**src/hw/itd_regs.svh**
```systemverilog
// Field positions, opcode encodings and timing counts of the instruction decoder
`ifndef ITD_REGS_SVH
`define ITD_REGS_SVH

// ****************************************************************
// Instruction word layout
// ****************************************************************
`define ITD_IW_W 14
`define ITD_CLS_MSB 13
`define ITD_CLS_LSB 12
`define ITD_SUB_MSB 11
`define ITD_SUB_LSB 8
`define ITD_BITOP_MSB 11
`define ITD_BITOP_LSB 10
`define ITD_B_MSB 9
`define ITD_B_LSB 7
`define ITD_D_POS 7
`define ITD_F_MSB 6
`define ITD_F_LSB 0
`define ITD_N_POS 6
`define ITD_CALL_POS 11
`define ITD_REL_MSB 11
`define ITD_REL_LSB 9
`define ITD_MISC_MSB 3
`define ITD_MISC_LSB 0

// ****************************************************************
// Opcode encodings
// ****************************************************************
`define ITD_CLS_BYTE 2'h0
`define ITD_CLS_BIT 2'h1
`define ITD_CLS_CTRL 2'h2
`define ITD_CLS_LIT 2'h3
`define ITD_BY_MOVWF 4'h0
`define ITD_BY_MOVF 4'h1
`define ITD_BY_DECSKZ 4'h2
`define ITD_BY_INCSKZ 4'h3
`define ITD_BY_ADD 4'h4
`define ITD_BY_AND 4'h5
`define ITD_BY_OR 4'h6
`define ITD_BY_XOR 4'h7
`define ITD_BIT_CLR 2'h0
`define ITD_BIT_SET 2'h1
`define ITD_BIT_SKC 2'h2
`define ITD_BIT_SKS 2'h3
`define ITD_LIT_MISC 4'h0
`define ITD_LIT_PTR 4'h1
`define ITD_LIT_REL 3'h1
`define ITD_LIT_RETURN_WITH_LITERAL_OP 4'h4
`define ITD_LIT_MOVLW 4'h8
`define ITD_MISC_NOP 4'h0
`define ITD_MISC_RET 4'h1
`define ITD_MISC_RETINT 4'h2
`define ITD_MISC_BRW 4'h3
`define ITD_MISC_CALL_VIA_WREG_OP 4'h4
`define ITD_INDF0_ADDR 7'h00
`define ITD_INDF1_ADDR 7'h01

// ****************************************************************
// Timing
// ****************************************************************
`define ITD_CLK_PERIOD_NS 10
`define ITD_ICYC_NS 40
`define ITD_PHASES (`ITD_ICYC_NS / `ITD_CLK_PERIOD_NS)
`define ITD_PH_FETCH 2'h0
`define ITD_PH_READ 2'h1
`define ITD_PH_MODIFY 2'h2
`define ITD_PH_WRITE 2'h3

`endif

```
**src/hw/itd_pkg.sv**
```systemverilog
// Types shared by the instruction decoder modules
package itd_pkg;

   // Sequencer states of one instruction cycle
   typedef enum logic [1:0] {
      st_exec  = 2'h0,
      st_extra = 2'h1,
      st_flush = 2'h2
   } itd_state_t;

   // Decoded operations
   typedef enum logic [4:0] {
      nop_op                 = 5'h00,
      move_w_to_f_op         = 5'h01,
      move_f_op              = 5'h02,
      decrement_skip_zero_op = 5'h03,
      increment_skip_zero_op = 5'h04,
      add_op                 = 5'h05,
      and_op                 = 5'h06,
      or_op                  = 5'h07,
      xor_op                 = 5'h08,
      bit_clear_op           = 5'h09,
      bit_set_op             = 5'h0a,
      skip_if_bit_clear_op   = 5'h0b,
      skip_if_bit_set_op     = 5'h0c,
      absolute_jump_op       = 5'h0d,
      call_op                = 5'h0e,
      call_via_wreg_op       = 5'h0f,
      return_op              = 5'h10,
      return_with_literal_op = 5'h11,
      interrupt_return_op    = 5'h12,
      relative_branch_op     = 5'h13,
      branch_by_wreg_op      = 5'h14,
      move_literal_op        = 5'h15,
      pointer_adjust_op      = 5'h16
   } itd_op_t;

endpackage

```
**src/hw/itd_phase_gen.sv**
```systemverilog
// Divider that splits the oscillator into the four phases of an instruction cycle
`include "itd_regs.svh"

module itd_phase_gen
   import itd_pkg::*;
#(
   parameter int PHASES = `ITD_PHASES
) (
   // Clock and reset
   input wire logic sys_clk,
   input wire logic rst_n,
   // Phase of the instruction cycle
   output logic [1:0] phase_q,
   output logic cycle_end
);

   // Free running phase count, wraps after the last oscillator period
   always_ff @(posedge sys_clk or negedge rst_n) begin
      if (!rst_n) begin
         phase_q <= 2'h0;
      end else if (phase_q == 2'(PHASES - 1)) begin
         phase_q <= 2'h0;
      end else begin
         phase_q <= phase_q + 2'h1;
      end
   end

   // Last period of the instruction cycle
   assign cycle_end = (phase_q == 2'(PHASES - 1));

endmodule

```
**src/hw/itd_field_decode.sv**
```systemverilog
// Splits a 14-bit instruction word into its operation and operand fields
`include "itd_regs.svh"

module itd_field_decode
   import itd_pkg::*;
(
   // Instruction word
   input wire logic [`ITD_IW_W-1:0] ir,
   // Decoded operation and operands
   output itd_op_t op,
   output logic dest_f,
   output logic [6:0] faddr,
   output logic [2:0] bit_sel,
   output logic ptr_num,
   output logic [10:0] lit
);

   logic [1:0] cls;
   logic [3:0] sub;

   // Operand fields sit at fixed places in the word
   assign cls = ir[`ITD_CLS_MSB:`ITD_CLS_LSB];
   assign sub = ir[`ITD_SUB_MSB:`ITD_SUB_LSB];
   assign faddr = ir[`ITD_F_MSB:`ITD_F_LSB];
   assign dest_f = ir[`ITD_D_POS];
   assign bit_sel = ir[`ITD_B_MSB:`ITD_B_LSB];
   assign ptr_num = ir[`ITD_N_POS];
   assign lit = ir[10:0];

   // Opcode decode; misc words look only at their low nibble so don't-care bits are ignored
   always_comb begin
      op = nop_op;
      unique case (cls)
         `ITD_CLS_BYTE: begin
            unique case (sub)
               `ITD_BY_MOVWF: op = move_w_to_f_op;
               `ITD_BY_MOVF: op = move_f_op;
               `ITD_BY_DECSKZ: op = decrement_skip_zero_op;
               `ITD_BY_INCSKZ: op = increment_skip_zero_op;
               `ITD_BY_ADD: op = add_op;
               `ITD_BY_AND: op = and_op;
               `ITD_BY_OR: op = or_op;
               `ITD_BY_XOR: op = xor_op;
               default: op = nop_op;
            endcase
         end
         `ITD_CLS_BIT: begin
            unique case (ir[`ITD_BITOP_MSB:`ITD_BITOP_LSB])
               `ITD_BIT_CLR: op = bit_clear_op;
               `ITD_BIT_SET: op = bit_set_op;
               `ITD_BIT_SKC: op = skip_if_bit_clear_op;
               `ITD_BIT_SKS: op = skip_if_bit_set_op;
            endcase
         end
         `ITD_CLS_CTRL: begin
            op = ir[`ITD_CALL_POS] ? absolute_jump_op : call_op;
         end
         `ITD_CLS_LIT: begin
            if (ir[`ITD_REL_MSB:`ITD_REL_LSB] == `ITD_LIT_REL) begin
               op = relative_branch_op;
            end else if (sub == `ITD_LIT_PTR) begin
               op = pointer_adjust_op;
            end else if (sub == `ITD_LIT_RETURN_WITH_LITERAL_OP) begin
               op = return_with_literal_op;
            end else if (sub == `ITD_LIT_MOVLW) begin
               op = move_literal_op;
            end else if (sub == `ITD_LIT_MISC) begin
               unique case (ir[`ITD_MISC_MSB:`ITD_MISC_LSB])
                  `ITD_MISC_RET: op = return_op;
                  `ITD_MISC_RETINT: op = interrupt_return_op;
                  `ITD_MISC_BRW: op = branch_by_wreg_op;
                  `ITD_MISC_CALL_VIA_WREG_OP: op = call_via_wreg_op;
                  default: op = nop_op;
               endcase
            end else begin
               op = nop_op;
            end
         end
      endcase
   end

endmodule

```
**src/hw/itd_core_seq.sv**
```systemverilog
// Instruction decode and execution timing sequencer of the 8-bit core
`include "itd_regs.svh"

module itd_core_seq
   import itd_pkg::*;
#(
   parameter int PC_W = 15,
   parameter int PHASES = `ITD_PHASES
) (
   // Clock and reset
   input wire logic sys_clk,
   input wire logic rst_n,
   // Program fetch
   input wire logic [`ITD_IW_W-1:0] instr_word,
   output logic [PC_W-1:0] fetch_addr,
   // File register port
   output logic file_rd_en,
   output logic [6:0] file_addr,
   input wire logic [7:0] file_rd_data,
   output logic file_wr_en,
   output logic [7:0] file_wr_data,
   // Working register
   input wire logic [7:0] wreg,
   output logic wreg_wr_en,
   output logic [7:0] wreg_wr_data,
   // Zero flag
   output logic zero_wr_en,
   output logic zero_wr_val,
   // File select pointers
   input wire logic [1:0] ptr_in_prog,
   output logic ptr_sel,
   output logic ptr_adj_en,
   output logic [5:0] ptr_adj_val,
   // Return stack
   output logic stack_push,
   output logic [PC_W-1:0] stack_push_addr,
   output logic stack_pop,
   input wire logic [PC_W-1:0] stack_top,
   // Interrupt enable restore
   output logic irq_reenable,
   // Progress
   output logic [1:0] phase,
   output logic instr_retire,
   output logic [1:0] retire_cycles
);

   // ****************************************************************
   // Declarations
   // ****************************************************************
   logic [1:0] phase_q;
   logic cycle_end;
   logic [`ITD_IW_W-1:0] ir_q;
   itd_state_t state_q;
   logic flush_owned_q;
   logic [PC_W-1:0] pc_q;
   logic [PC_W-1:0] pc_d;
   logic [7:0] result_q;
   logic skip_q;
   logic [1:0] cyc_cnt_q;
   logic [1:0] retire_cycles_q;

   itd_op_t op;
   logic dest_f;
   logic [6:0] faddr;
   logic [2:0] bit_sel;
   logic ptr_num;
   logic [10:0] lit;

   logic ph_fetch, ph_read, ph_modify, ph_write;
   logic exec_valid, uses_file, is_indirect, need_ext, completing;
   logic two_cycle;
   logic writes_file;
   logic writes_wreg;
   logic sets_zero;
   logic is_skip_op;
   logic is_return;
   logic is_call;
   logic last_cycle;
   logic [7:0] bit_mask;

   // ****************************************************************
   // Phase divider and field decode
   // ****************************************************************

   // Four oscillator periods per instruction cycle
   itd_phase_gen #(
      .PHASES(PHASES)
   ) u_phase (
      .sys_clk(sys_clk),
      .rst_n(rst_n),
      .phase_q(phase_q),
      .cycle_end(cycle_end)
   );

   // Fields come from the held word, so they stay stable for the whole cycle
   itd_field_decode u_decode (
      .ir(ir_q),
      .op(op),
      .dest_f(dest_f),
      .faddr(faddr),
      .bit_sel(bit_sel),
      .ptr_num(ptr_num),
      .lit(lit)
   );

   // Phase strobes
   assign ph_fetch = (phase_q == `ITD_PH_FETCH);
   assign ph_read = (phase_q == `ITD_PH_READ);
   assign ph_modify = (phase_q == `ITD_PH_MODIFY);
   assign ph_write = cycle_end && (phase_q == `ITD_PH_WRITE);

   // ****************************************************************
   // Operation classes
   // ****************************************************************

   // A flushed cycle executes as a no-operation
   assign exec_valid = (state_q != st_flush);

   // Every byte and bit operation names a file register
   assign uses_file = (op inside {move_w_to_f_op, move_f_op, decrement_skip_zero_op,
                                  increment_skip_zero_op, add_op, and_op, or_op, xor_op,
                                  bit_clear_op, bit_set_op, skip_if_bit_clear_op,
                                  skip_if_bit_set_op});

   // Indirect data registers sit at the bottom of every bank
   assign is_indirect = uses_file &&
                        (faddr == `ITD_INDF0_ADDR || faddr == `ITD_INDF1_ADDR);

   // Pointer adjust names its pointer, an indirect access uses its address bit
   assign ptr_sel = (op == pointer_adjust_op) ? ptr_num : faddr[0];

   // Extra cycle only once, while the word is first executed
   assign need_ext = exec_valid && (state_q == st_exec) && is_indirect &&
                     ptr_in_prog[ptr_sel];

   // Cycle in which the instruction writes its results
   assign completing = exec_valid && !need_ext;

   assign is_call = (op == call_op) || (op == call_via_wreg_op);
   assign is_return = (op inside {return_op, return_with_literal_op, interrupt_return_op});
   assign is_skip_op = (op inside {decrement_skip_zero_op, increment_skip_zero_op,
                                   skip_if_bit_clear_op, skip_if_bit_set_op});

   // Instructions that leave a fetched word to be discarded
   always_comb begin
      two_cycle = 1'b0;
      if (is_call) begin
         two_cycle = 1'b1;
      end else if (is_return) begin
         two_cycle = 1'b1;
      end else if (op inside {absolute_jump_op, relative_branch_op, branch_by_wreg_op}) begin
         two_cycle = 1'b1;
      end else if (is_skip_op && skip_q) begin
         two_cycle = 1'b1;
      end
   end

   // Result routing; moving W into a register writes the register always
   assign writes_file = (op == move_w_to_f_op) || (op == bit_clear_op) ||
                        (op == bit_set_op) ||
                        (dest_f && (op inside {move_f_op, decrement_skip_zero_op,
                                    increment_skip_zero_op, add_op, and_op, or_op,
                                    xor_op}));
   assign writes_wreg = (op inside {return_with_literal_op, move_literal_op}) ||
                        (!dest_f && (op inside {move_f_op, decrement_skip_zero_op,
                                     increment_skip_zero_op, add_op, and_op, or_op,
                                     xor_op}));

   // Bit operations and skips leave the flags alone
   assign sets_zero = (op inside {move_f_op, add_op, and_op, or_op, xor_op});

   // One of eight bit positions
   assign bit_mask = 8'h01 << bit_sel;

   // ****************************************************************
   // Instruction latch
   // ****************************************************************

   // A new word is taken only when a fresh instruction starts
   always_ff @(posedge sys_clk or negedge rst_n) begin
      if (!rst_n) begin
         ir_q <= 14'h0000;
      end else if (ph_fetch && state_q == st_exec) begin
         ir_q <= instr_word;
      end
   end

   // ****************************************************************
   // Read and modify phases
   // ****************************************************************

   // Register read happens even when the instruction only writes it
   assign file_rd_en = ph_read && exec_valid && uses_file;
   assign file_addr = faddr;

   // Modify phase computes the result and the skip decision
   always_ff @(posedge sys_clk or negedge rst_n) begin
      if (!rst_n) begin
         result_q <= 8'h00;
         skip_q <= 1'b0;
      end else if (ph_modify && exec_valid) begin
         skip_q <= 1'b0;
         unique case (op)
            move_w_to_f_op: result_q <= wreg;
            move_f_op: result_q <= file_rd_data;
            decrement_skip_zero_op: begin
               result_q <= file_rd_data - 8'h01;
               skip_q <= (file_rd_data == 8'h01);
            end
            increment_skip_zero_op: begin
               result_q <= file_rd_data + 8'h01;
               skip_q <= (file_rd_data == 8'hff);
            end
            add_op: result_q <= file_rd_data + wreg;
            and_op: result_q <= file_rd_data & wreg;
            or_op: result_q <= file_rd_data | wreg;
            xor_op: result_q <= file_rd_data ^ wreg;
            bit_clear_op: result_q <= file_rd_data & ~bit_mask;
            bit_set_op: result_q <= file_rd_data | bit_mask;
            skip_if_bit_clear_op: begin
               result_q <= file_rd_data;
               skip_q <= !file_rd_data[bit_sel];
            end
            skip_if_bit_set_op: begin
               result_q <= file_rd_data;
               skip_q <= file_rd_data[bit_sel];
            end
            return_with_literal_op, move_literal_op: result_q <= lit[7:0];
            default: result_q <= result_q;
         endcase
      end
   end

   // ****************************************************************
   // Write phase strobes
   // ****************************************************************

   // Results land only in the completing cycle of a live instruction
   assign file_wr_en = ph_write && completing && writes_file;
   assign file_wr_data = result_q;
   assign wreg_wr_en = ph_write && completing && writes_wreg;
   assign wreg_wr_data = result_q;
   assign zero_wr_en = ph_write && completing && sets_zero;
   assign zero_wr_val = (result_q == 8'h00);

   // Pointer adjust and control flow strobes
   assign ptr_adj_en = ph_write && completing && (op == pointer_adjust_op);
   assign ptr_adj_val = lit[5:0];
   assign stack_push = ph_write && completing && is_call;
   assign stack_push_addr = pc_q;
   assign stack_pop = ph_write && completing && is_return;
   assign irq_reenable = ph_write && completing && (op == interrupt_return_op);

   // ****************************************************************
   // Program counter
   // ****************************************************************

   // The counter already points past the executing word, so branches add to it
   always_comb begin
      pc_d = pc_q + PC_W'(1);
      if (need_ext) begin
         pc_d = pc_q;
      end else if (completing) begin
         unique case (op)
            relative_branch_op: pc_d = pc_q + {{(PC_W - 9){lit[8]}}, lit[8:0]};
            branch_by_wreg_op: pc_d = pc_q + {{(PC_W - 8){1'b0}}, wreg};
            absolute_jump_op, call_op: pc_d = {pc_q[PC_W-1:11], lit};
            call_via_wreg_op: pc_d = {pc_q[PC_W-1:8], wreg};
            return_op, return_with_literal_op, interrupt_return_op: pc_d = stack_top;
            default: pc_d = pc_q + PC_W'(1);
         endcase
      end
   end

   always_ff @(posedge sys_clk or negedge rst_n) begin
      if (!rst_n) begin
         pc_q <= '0;
      end else if (ph_write) begin
         pc_q <= pc_d;
      end
   end

   assign fetch_addr = pc_q;

   // ****************************************************************
   // Cycle sequencer
   // ****************************************************************

   // Reset starts in a flush so the first word is fetched before it runs
   always_ff @(posedge sys_clk or negedge rst_n) begin
      if (!rst_n) begin
         state_q <= st_flush;
         flush_owned_q <= 1'b0;
      end else if (ph_write) begin
         unique case (state_q)
            st_exec: begin
               if (need_ext) begin
                  state_q <= st_extra;
               end else if (two_cycle) begin
                  state_q <= st_flush;
                  flush_owned_q <= 1'b1;
               end
            end
            st_extra: begin
               if (two_cycle) begin
                  state_q <= st_flush;
                  flush_owned_q <= 1'b1;
               end else begin
                  state_q <= st_exec;
               end
            end
            st_flush: begin
               state_q <= st_exec;
               flush_owned_q <= 1'b0;
            end
            default: begin
               state_q <= st_flush;
               flush_owned_q <= 1'b0;
            end
         endcase
      end
   end

   // Final cycle of an instruction, including its flush cycle
   assign last_cycle = (completing && !two_cycle) ||
                       (state_q == st_flush && flush_owned_q);
   assign instr_retire = ph_write && last_cycle;

   // Cycle count of each instruction, reported when it retires
   always_ff @(posedge sys_clk or negedge rst_n) begin
      if (!rst_n) begin
         cyc_cnt_q <= 2'h0;
         retire_cycles_q <= 2'h0;
      end else if (ph_write && (exec_valid || flush_owned_q)) begin
         if (last_cycle) begin
            cyc_cnt_q <= 2'h0;
            retire_cycles_q <= cyc_cnt_q + 2'h1;
         end else begin
            cyc_cnt_q <= cyc_cnt_q + 2'h1;
         end
      end
   end

   assign retire_cycles = retire_cycles_q;
   assign phase = phase_q;

endmodule

```
**config.mk**
```make
export PLATFORM = sky130hd
export DESIGN_NAME = itd_core_seq
export DESIGN_NICKNAME = d
export VERILOG_FILES = /design/src/hw/itd_pkg.sv /design/src/hw/itd_phase_gen.sv /design/src/hw/itd_field_decode.sv /design/src/hw/itd_core_seq.sv
export VERILOG_INCLUDE_DIRS = /design/src /design/src/hw
export SDC_FILE = /design/constraint.sdc
export NUM_CORES = 1
export LEC_CHECK = 0
export ABC_CLOCK_PERIOD_IN_PS = 4830
export BUFFER_PORTS_ARGS = -buffer_cell sky130_fd_sc_hd__buf_2
export CORE_AREA = 2 2 120 122
export CTS_CLUSTER_SIZE = 14
export DETAILED_ROUTE_END_ITERATION = 10
export DIE_AREA = 0 0 122 124
export HOLD_SLACK_MARGIN = 0.15
export PLACE_DENSITY = 0.77
export SYNTH_ARGS = -nofsm -noshare
export SYNTH_HDL_FRONTEND = slang
export SYNTH_HIERARCHICAL = 1
export SYNTH_SLANG_ARGS = --single-unit
```
**constraint.sdc**
```tcl
create_clock -name sys_clk -period 4.83 [get_ports sys_clk]
set_input_delay 0.2415 -clock sys_clk [delete_from_list [all_inputs] [get_ports sys_clk]]
set_output_delay 0.2415 -clock sys_clk [all_outputs]
set_load 0.03 [all_outputs]
```
==> results.yml, run 1 <==
status:
  status: "completed"
sta:
  post-route-period-util: 0.9239
  fin_tns_setup_ns: 0
  max_freq_mhz: 224.1
  hold_violations: 0
  maxSlewViolCount: 0
  skew_ns: 0.004625
  worstMarginPinSlew_ns: 1.162
  period_minus_slack_ns: 4.463
  finalSetupViolations: 0
  max-slew-margin-rel: 0.2224
  rsz0062_at_grt: "no"
setup_path:
  required_ns: 5.06
  slowest_stage: "dfrtp_1"
  slowest_delay_ns: 0.52
  critPathBufInv: 2
  startpoint: "ir_q[10]$_DFFE_PN0P_"
  cp.arrival_ns: 4.69
  crit_end: "file_wr_data[6]$_DFFE_PN0P_"
  cp_cell_sequence: "inv_1 > ha_1 > and2_0 > a21o_1 > o221ai_2 > buf_4 > nand3b_1 > nor3_2 > nand2b_1 > ha_1 > fa_1 > a21o_1 > a21oi_1 > o21bai_1 > a21oi_1 > xnor2_1 > nand2_1 > a31oi_1"
  critPathCaptureType: "register"
  path_max_fanout: 40
  worstSetupPathDepth: 18
  reg2reg_from: "ir_q[10]$_DFFE_PN0P_"
  criticalPathCategory: "register to register"
  worstRegToRegCells: 18
  r2r_end: "file_wr_data[6]$_DFFE_PN0P_"
  regToRegSetupSlack_ns: 0.37
  worst_path_dominant_cell_family: "compound AO/OA/AOI/OAI gates"
  startpoint_type: "register"
synth:
  synth.net_count: 874
  synthesis.area_sq_um: 6110
  async_reset_ff_frac: 1.000
  synthAdderAreaFrac: 0.07987
  synth_edf_count: 0
  synth.area.mux_share: 0.05837
  ys.flop_type: "dfrtp_1"
  synthXorXnorAreaFrac: 0.03154
  synth-compound-area-share: 0.2746
  yosys_register_bits: 47
  ys_seq_area_frac: 0.1927
  ys_types: 88
  synth_top_family_by_area: "compound AO/OA/AOI/OAI gates"
  yosysWarnings: 6
  synth_cells: 788
  synthSimpleGateAreaFrac: 0.2521
  syn_area_per_cell_sq_um: 7.753
clock_tree:
  cts_buffers: 5
  htree_levels: 2
  clkTransAtPathRegs_ns: 0.07
  cts.sink_count: 47
  cts-root-buf: "clkbuf_16"
  cts-resized-gates: 0
  cts_tree: "done"
  insertion_delay_ns: 0.30
  cts.path.max_buffers: 2
power:
  leakage_uw: 0.002819
  power.density_nw_per_um2: 798.0
  peakVddDrop_mv: 0.3604
detailed_routing:
  drtPass1Iterations: 8
  routedWlPerCell_um: 20.13
  route.vias.total: 6544
  wl_um: 20820
  drc_errors: 0
  antenna_left: 0
  vias_per_cell: 6.329
  drt_iter0_markers: 944
placed_design:
  dp_cells: 1025
  place_congestion: 1.013
  io_buffers: 122
  hpwl_um: 15690
cells_and_area:
  syn_to_final_growth_pct: 9.871
  fill_cells: 1328
  drive_gt1_frac: 0.2436
  diodes: 0
  layoutNonFillerInstCount: 1034
  seq_area_sq_um: 1177
  finalNetCount: 939
  multiInputGateArea_sq_um: 4292
die:
  die_w_um: 122
  fp-row-count: 43
  die_area_sq_um: 15130
  core_sq_um: 13720
  pin_count: 123
  start_util: 0.4453
  die_y_um: 124
job:
  max_cap_viol_count: 0
global_routing:
  grt_max_degree: 48
  overflow: 0
  grt_pass1_wl_um: 32260
  grt_usage: 0.2726
  antenna_found_initial: 0
  grt_pass1_vias: 5888
worst_hold_path:
  hold_class: "primary input to register"
[final cells by class]
cell class / count / area share
multi-input cells: 631 / 0.6393
flip-flops and latches: 47 / 0.1754
repair buffers: 144 / 0.1159
well taps: 180 / 0.03355
clock buffers: 5 / 0.01864
inverters: 24 / 0.01342
clock inverters: 3 / 0.003728
[registers in the layout, indices dropped and copies added (netlist names)]
signal	count
state_q	2
retire_cycles	2
u_phase/phase_q	2
cyc_cnt_q	2
ir_q	14
skip_q	1
fetch_addr	15
flush_owned_q	1
file_wr_data	8
[metrics by stage]
stage / worst slack, ns / hold slack (ns) / utilization / power (uW) / instance area [sq um]
2_1_floorplan: 0.2729 / -0.05409 / - / 4105 / 6110
3_3_place_gp: 0.5726 / 0.3849 / 0.4776 / 4863 / 6553
6_report: 0.3674 / 0.1621 / 0.4893 / 5357 / 6713
4_1_cts: 0.4362 / 0.1606 / 0.4893 / 5269 / 6713
5_1_grt: 0.04099 / 0.1628 / 0.4893 / 5750 / 6713
3_5_place_dp: 0.4576 / 0.3847 / 0.4776 / 4871 / 6553
[Yosys cell counts (4+ instances only)]
cell type / count / area, sq um
nand4_1: 9 / 56.30
and2_1: 11 / 68.82
xor2_1: 9 / 78.83
nor3b_1: 8 / 60.06
inv_1: 23 / 86.33
nand3_1: 24 / 120.1
a311oi_1: 4 / 35.03
nor2_1: 53 / 198.9
a41oi_1: 4 / 35.03
dfrtp_1: 46 / 1151
a222oi_1: 8 / 80.08
a21o_1: 8 / 60.06
nor3_1: 24 / 120.1
nor4_1: 9 / 56.30
o22ai_1: 13 / 81.33
o211ai_1: 9 / 67.56
a221oi_1: 5 / 43.79
o21ai_1: 7 / 35.03
nand3b_1: 6 / 45.04
a2bb2oi_1: 4 / 35.03
clkbuf_1: 10 / 37.54
buf_2: 16 / 80.08
a211oi_1: 5 / 37.54
o21ai_0: 46 / 230.2
a31oi_1: 11 / 68.82
o21bai_1: 5 / 37.54
a22oi_1: 9 / 67.56
o31ai_1: 7 / 52.55
buf_4: 53 / 397.9
mux2_2: 25 / 281.5
o22a_1: 5 / 43.79
ha_1: 35 / 437.9
a21oi_1: 66 / 330.3
nand2b_1: 21 / 131.4
nor2b_1: 8 / 50.05
xnor2_1: 13 / 113.9
and3_1: 8 / 50.05
buf_6: 6 / 67.56
nand2_1: 78 / 292.8
o21a_1: 6 / 45.04
[cell usage in the layout, fill, tap and decap left out, types with 23 or more instances in the layout]
cell,count
buf_2,122
nand2_1,78
a21oi_1,65
nor2_1,53
o21ai_0,46
dfrtp_1,46
ha_1,35
mux2_2,25
nor3_1,24
nand3_1,24
inv_1,23
[power breakdown]
part           leakage (uW)  switching [uW]  internal [uW]
Clock             0.0000708             179            196
Combinational       0.00219            2680           1470
Sequential         0.000557             277            555
[routing by layer]
layer  global-route usage  part of all wire  vias up
met2               0.4193              0.44      387
met5                    0                 0        -
met4              0.08190             0.023        0
met3              0.04533             0.097       41
met1               0.3910              0.44     3095
li1                     -                 -     3021
[cells by family (layout without fill, tap and decap cells)]
logic type               count (synthesis)  in the layout
flip-flops                              47             47
AO/OA/AOI/OAI                          251            251
AND/OR/NAND/NOR                        290            290
multiplexers                            30             30
buffers and inverters                  110            176
adder cells (fa/ha/maj)                 38             38
XOR/XNOR                                22             22
[worst register-to-register path, stage by stage, from the launching register on]
cell	delay [ns]
dfrtp_1	0.52
inv_1	0.15
ha_1	0.27
and2_0	0.21
a21o_1	0.20
o221ai_2	0.17
buf_4	0.39
nand3b_1	0.26
nor3_2	0.39
nand2b_1	0.12
ha_1	0.23
fa_1	0.41
a21o_1	0.18
a21oi_1	0.23
o21bai_1	0.10
a21oi_1	0.17
xnor2_1	0.13
nand2_1	0.07
a31oi_1	0.19
[how the worst min path moves through the flow]
stage	to	slack, ns	from	cells past startpoint
final	ir_q[12]$_DFFE_PN0P_	0.16	instr_word[12]	2
after global routing	ir_q[12]$_DFFE_PN0P_	0.16	instr_word[12]	2
after CTS	ir_q[12]$_DFFE_PN0P_	0.16	instr_word[12]	2
after detailed placement	fetch_addr[4]$_DFFE_PN0P_	0.38	rst_n	2
after global placement	fetch_addr[2]$_DFFE_PN0P_	0.38	rst_n	2
after floorplan	cyc_cnt_q[0]$_DFFE_PN0P_	-0.05	rst_n	0
[timing repair]
item,in CTS,in global routing
hold buffers,1,0
hold endpoints to repair,46,0
buffers inserted,0,0
(Power assumes the default switching activity.)
==> inputs of run 2 (changes only) <==
Settings changed: ABC_AREA set to 1, CORE_AREA 2 2 120 122 to 2 2 121 123, DIE_AREA 0 0 122 124 to 0 0 123 125.
==> results.yml, run 2 <==
sta:
  rsz0062_at_grt: "no"
  hold_violations: 0
  maxSlewViolCount: 0
  worstMarginPinSlew_ns: 0.8723
  post-route-period-util: 0.9029
  period_minus_slack_ns: 4.361
  max_freq_mhz: 229.3
  finalSetupViolations: 0
  max-slew-margin-rel: 0.4123
  skew_ns: 0.007577
  fin_tns_setup_ns: 0
setup_path:
  slowest_delay_ns: 0.54
  criticalPathCategory: "register to register"
  slowest_stage: "dfrtp_1"
  critPathCaptureType: "register"
  path_max_fanout: 11
  startpoint_type: "register"
  required_ns: 5.03
  crit_top_cell: "nand2_1"
  cp.arrival_ns: 4.56
clock_tree:
  cts.sink_count: 47
  cts.path.max_buffers: 2
  htree_levels: 2
  insertion_delay_ns: 0.30
  clkTransAtPathRegs_ns: 0.07
  cts-root-buf: "clkbuf_16"
  cts_buffers: 5
  cts_tree: "done"
synth:
  yosys.area.top_type: "nand2_1"
  synthesis.area_sq_um: 6188
  yosys.area.top_type_share: 0.2002
  synth_common_cells: "nand2_1 (330), inv_1 (111), nor2_1 (99)"
  async_reset_ff_frac: 1.000
  ys_types: 51
  yosysMostFrequentCell: "nand2_1"
  synth_cells: 1023
  ys_seq_area_frac: 0.1903
  yosys-top-cells-area: "nand2_1 (20%), dfrtp_1 (19%), ha_1 (7.1%), inv_1 (6.7%), nand3_1 (6.6%)"
  ys.flop_type: "dfrtp_1"
  yosysWarnings: 6
  synth_edf_count: 0
  synth.net_count: 1109
  syn_area_per_cell_sq_um: 6.049
  yosys_register_bits: 47
power:
  peakVddDrop_mv: 0.2566
  finalPower_uw: 4513
  netSwitchingFraction: 0.5962
  leakage_uw: 0.003699
  switchingPower_uw: 2691
  power_frac_comb: 0.729
  clockPowerShare: 0.093
  power.density_nw_per_um2: 660.0
  p_int_uw: 1822
  p_seq_frac: 0.178
detailed_routing:
  route.vias.total: 6913
  drt_iter0_markers: 624
  drtPass1Iterations: 5
  drc_errors: 0
  antenna_left: 0
  wl_um: 19420
  vias_per_cell: 5.380
  routedWlPerCell_um: 15.11
global_routing:
  grt_usage: 0.2508
  grt_max_degree: 48
  antenna_found_initial: 0
  grt_pass1_vias: 6176
  overflow: 0
  grt_pass1_wl_um: 30680
placed_design:
  hpwl_um: 15330
  io_buffers: 122
  placed_area_sq_um: 6653
  place_congestion: 0.9756
cells_and_area:
  final_common_cell: "nand2_1"
  drive_gt1_frac: 0.1762
  syn_to_final_growth_pct: 10.49
  diodes: 0
  largest_register_ffs: 15
  finalNetCount: 1186
  fill_cells: 1536
  finalInstanceArea_sq_um: 6838
  mostFrequentLayoutCells: "nand2_1 (330), buf_2 (122), inv_1 (111)"
die:
  fp-row-count: 44
  start_util: 0.4357
  die_w_um: 123
  pin_count: 123
  core_sq_um: 14200
  die_area_sq_um: 15380
  die_y_um: 125
job:
  max_cap_viol_count: 0
worst_hold_path:
  hold_class: "primary input to register"
status:
  status: "completed"
[run 2: cell families after synthesis]
| group | Yosys count | share of synthesized area |
|---|---|---|
| simple gates | 585 | 0.4086 |
| buf+inv | 182 | 0.1427 |
| compound gates | 139 | 0.1286 |
| fa+ha+maj | 37 | 0.07723 |
| flops | 47 | 0.1903 |
| mux | 15 | 0.02709 |
| xor+xnor | 18 | 0.02547 |
[run 2: final cells by class]
class / count / area [sq um] / area share
well taps: 184 / 230.2 / 0.03367
clock inverters: 2 / 35.03 / 0.005124
inverters: 123 / 461.7 / 0.06752
multi-input cells: 794 / 4128 / 0.6037
flip-flops and latches: 47 / 1179 / 0.1724
clock buffers: 6 / 138.9 / 0.02031
repair buffers: 129 / 665.6 / 0.09735
[run 2: final timing paths]
path                                                end                          from  slack (ns)  cells past startpoint
max                          fetch_addr[12]$_DFFE_PN0P_           ir_q[9]$_DFFE_PN0P_        0.47                     26
min                                 ir_q[5]$_DFFE_PN0P_                 instr_word[5]        0.17                      2
max reg2reg                  fetch_addr[12]$_DFFE_PN0P_           ir_q[9]$_DFFE_PN0P_        0.47                     26
min reg2reg                retire_cycles[1]$_DFFE_PN0P_  retire_cycles[1]$_DFFE_PN0P_        0.48                      2
max in group asynchronous           ir_q[8]$_DFFE_PN0P_                         rst_n        3.80                      3
min in group asynchronous    fetch_addr[14]$_DFFE_PN0P_                         rst_n        0.58                      3
[run 2: critical path, delay by kind of cell, from the launching register on]
family / cells / cell delay [ns]
flip-flops: 1 / 0.54
AO/OA/AOI/OAI: 4 / 1.02
AND/OR/NAND/NOR: 15 / 1.51
buffers and inverters: 4 / 0.28
adder cells (fa/ha/maj): 3 / 0.89
[run 2: per-stage QoR]
| stage | instances | util | hold slack, ns | setup slack, ns |
|---|---|---|---|---|
| 6_report | 1285 | 0.4814 | 0.1729 | 0.4688 |
| 5_1_grt | 1285 | 0.4814 | 0.1804 | 0.04372 |
| 4_1_cts | 1285 | 0.4813 | 0.1684 | 0.5160 |
| 3_5_place_dp | 1276 | 0.4684 | 0.3917 | 0.5314 |
| 3_3_place_gp | 1276 | 0.4684 | 0.3905 | 0.7278 |
| 2_1_floorplan | 1023 | - | -0.05409 | 1.078 |
[run 2: timing repair]
item,in CTS,in global routing
hold buffers,1,0
setup buffers,0,0
resized for setup,0,1
endpoints found under the hold margin,46,0
setup endpoints to repair,0,1
[run 2: power by group through the flow]
| stage | registers (uW) | logic (uW) | clock network, uW |
|---|---|---|---|
| 2_1_floorplan | 876 | 2510 | 0 |
| 3_3_place_gp | 805 | 3210 | 0 |
| 3_5_place_dp | 808 | 3230 | 0 |
| 4_1_cts | 800 | 3240 | 428 |
| 5_1_grt | 835 | 3650 | 435 |
| 6_report | 805 | 3290 | 418 |
[run 2: layer usage]
| layer | track usage | vias up | routed length, um |
|---|---|---|---|
| li1 | - | 3435 | - |
| met1 | 0.3399 | 3149 | 8445 |
| met2 | 0.4101 | 288 | 9070 |
| met3 | 0.02600 | 41 | 1250 |
| met4 | 0.09291 | 0 | 649 |
| met5 | 0 | - | 0 |
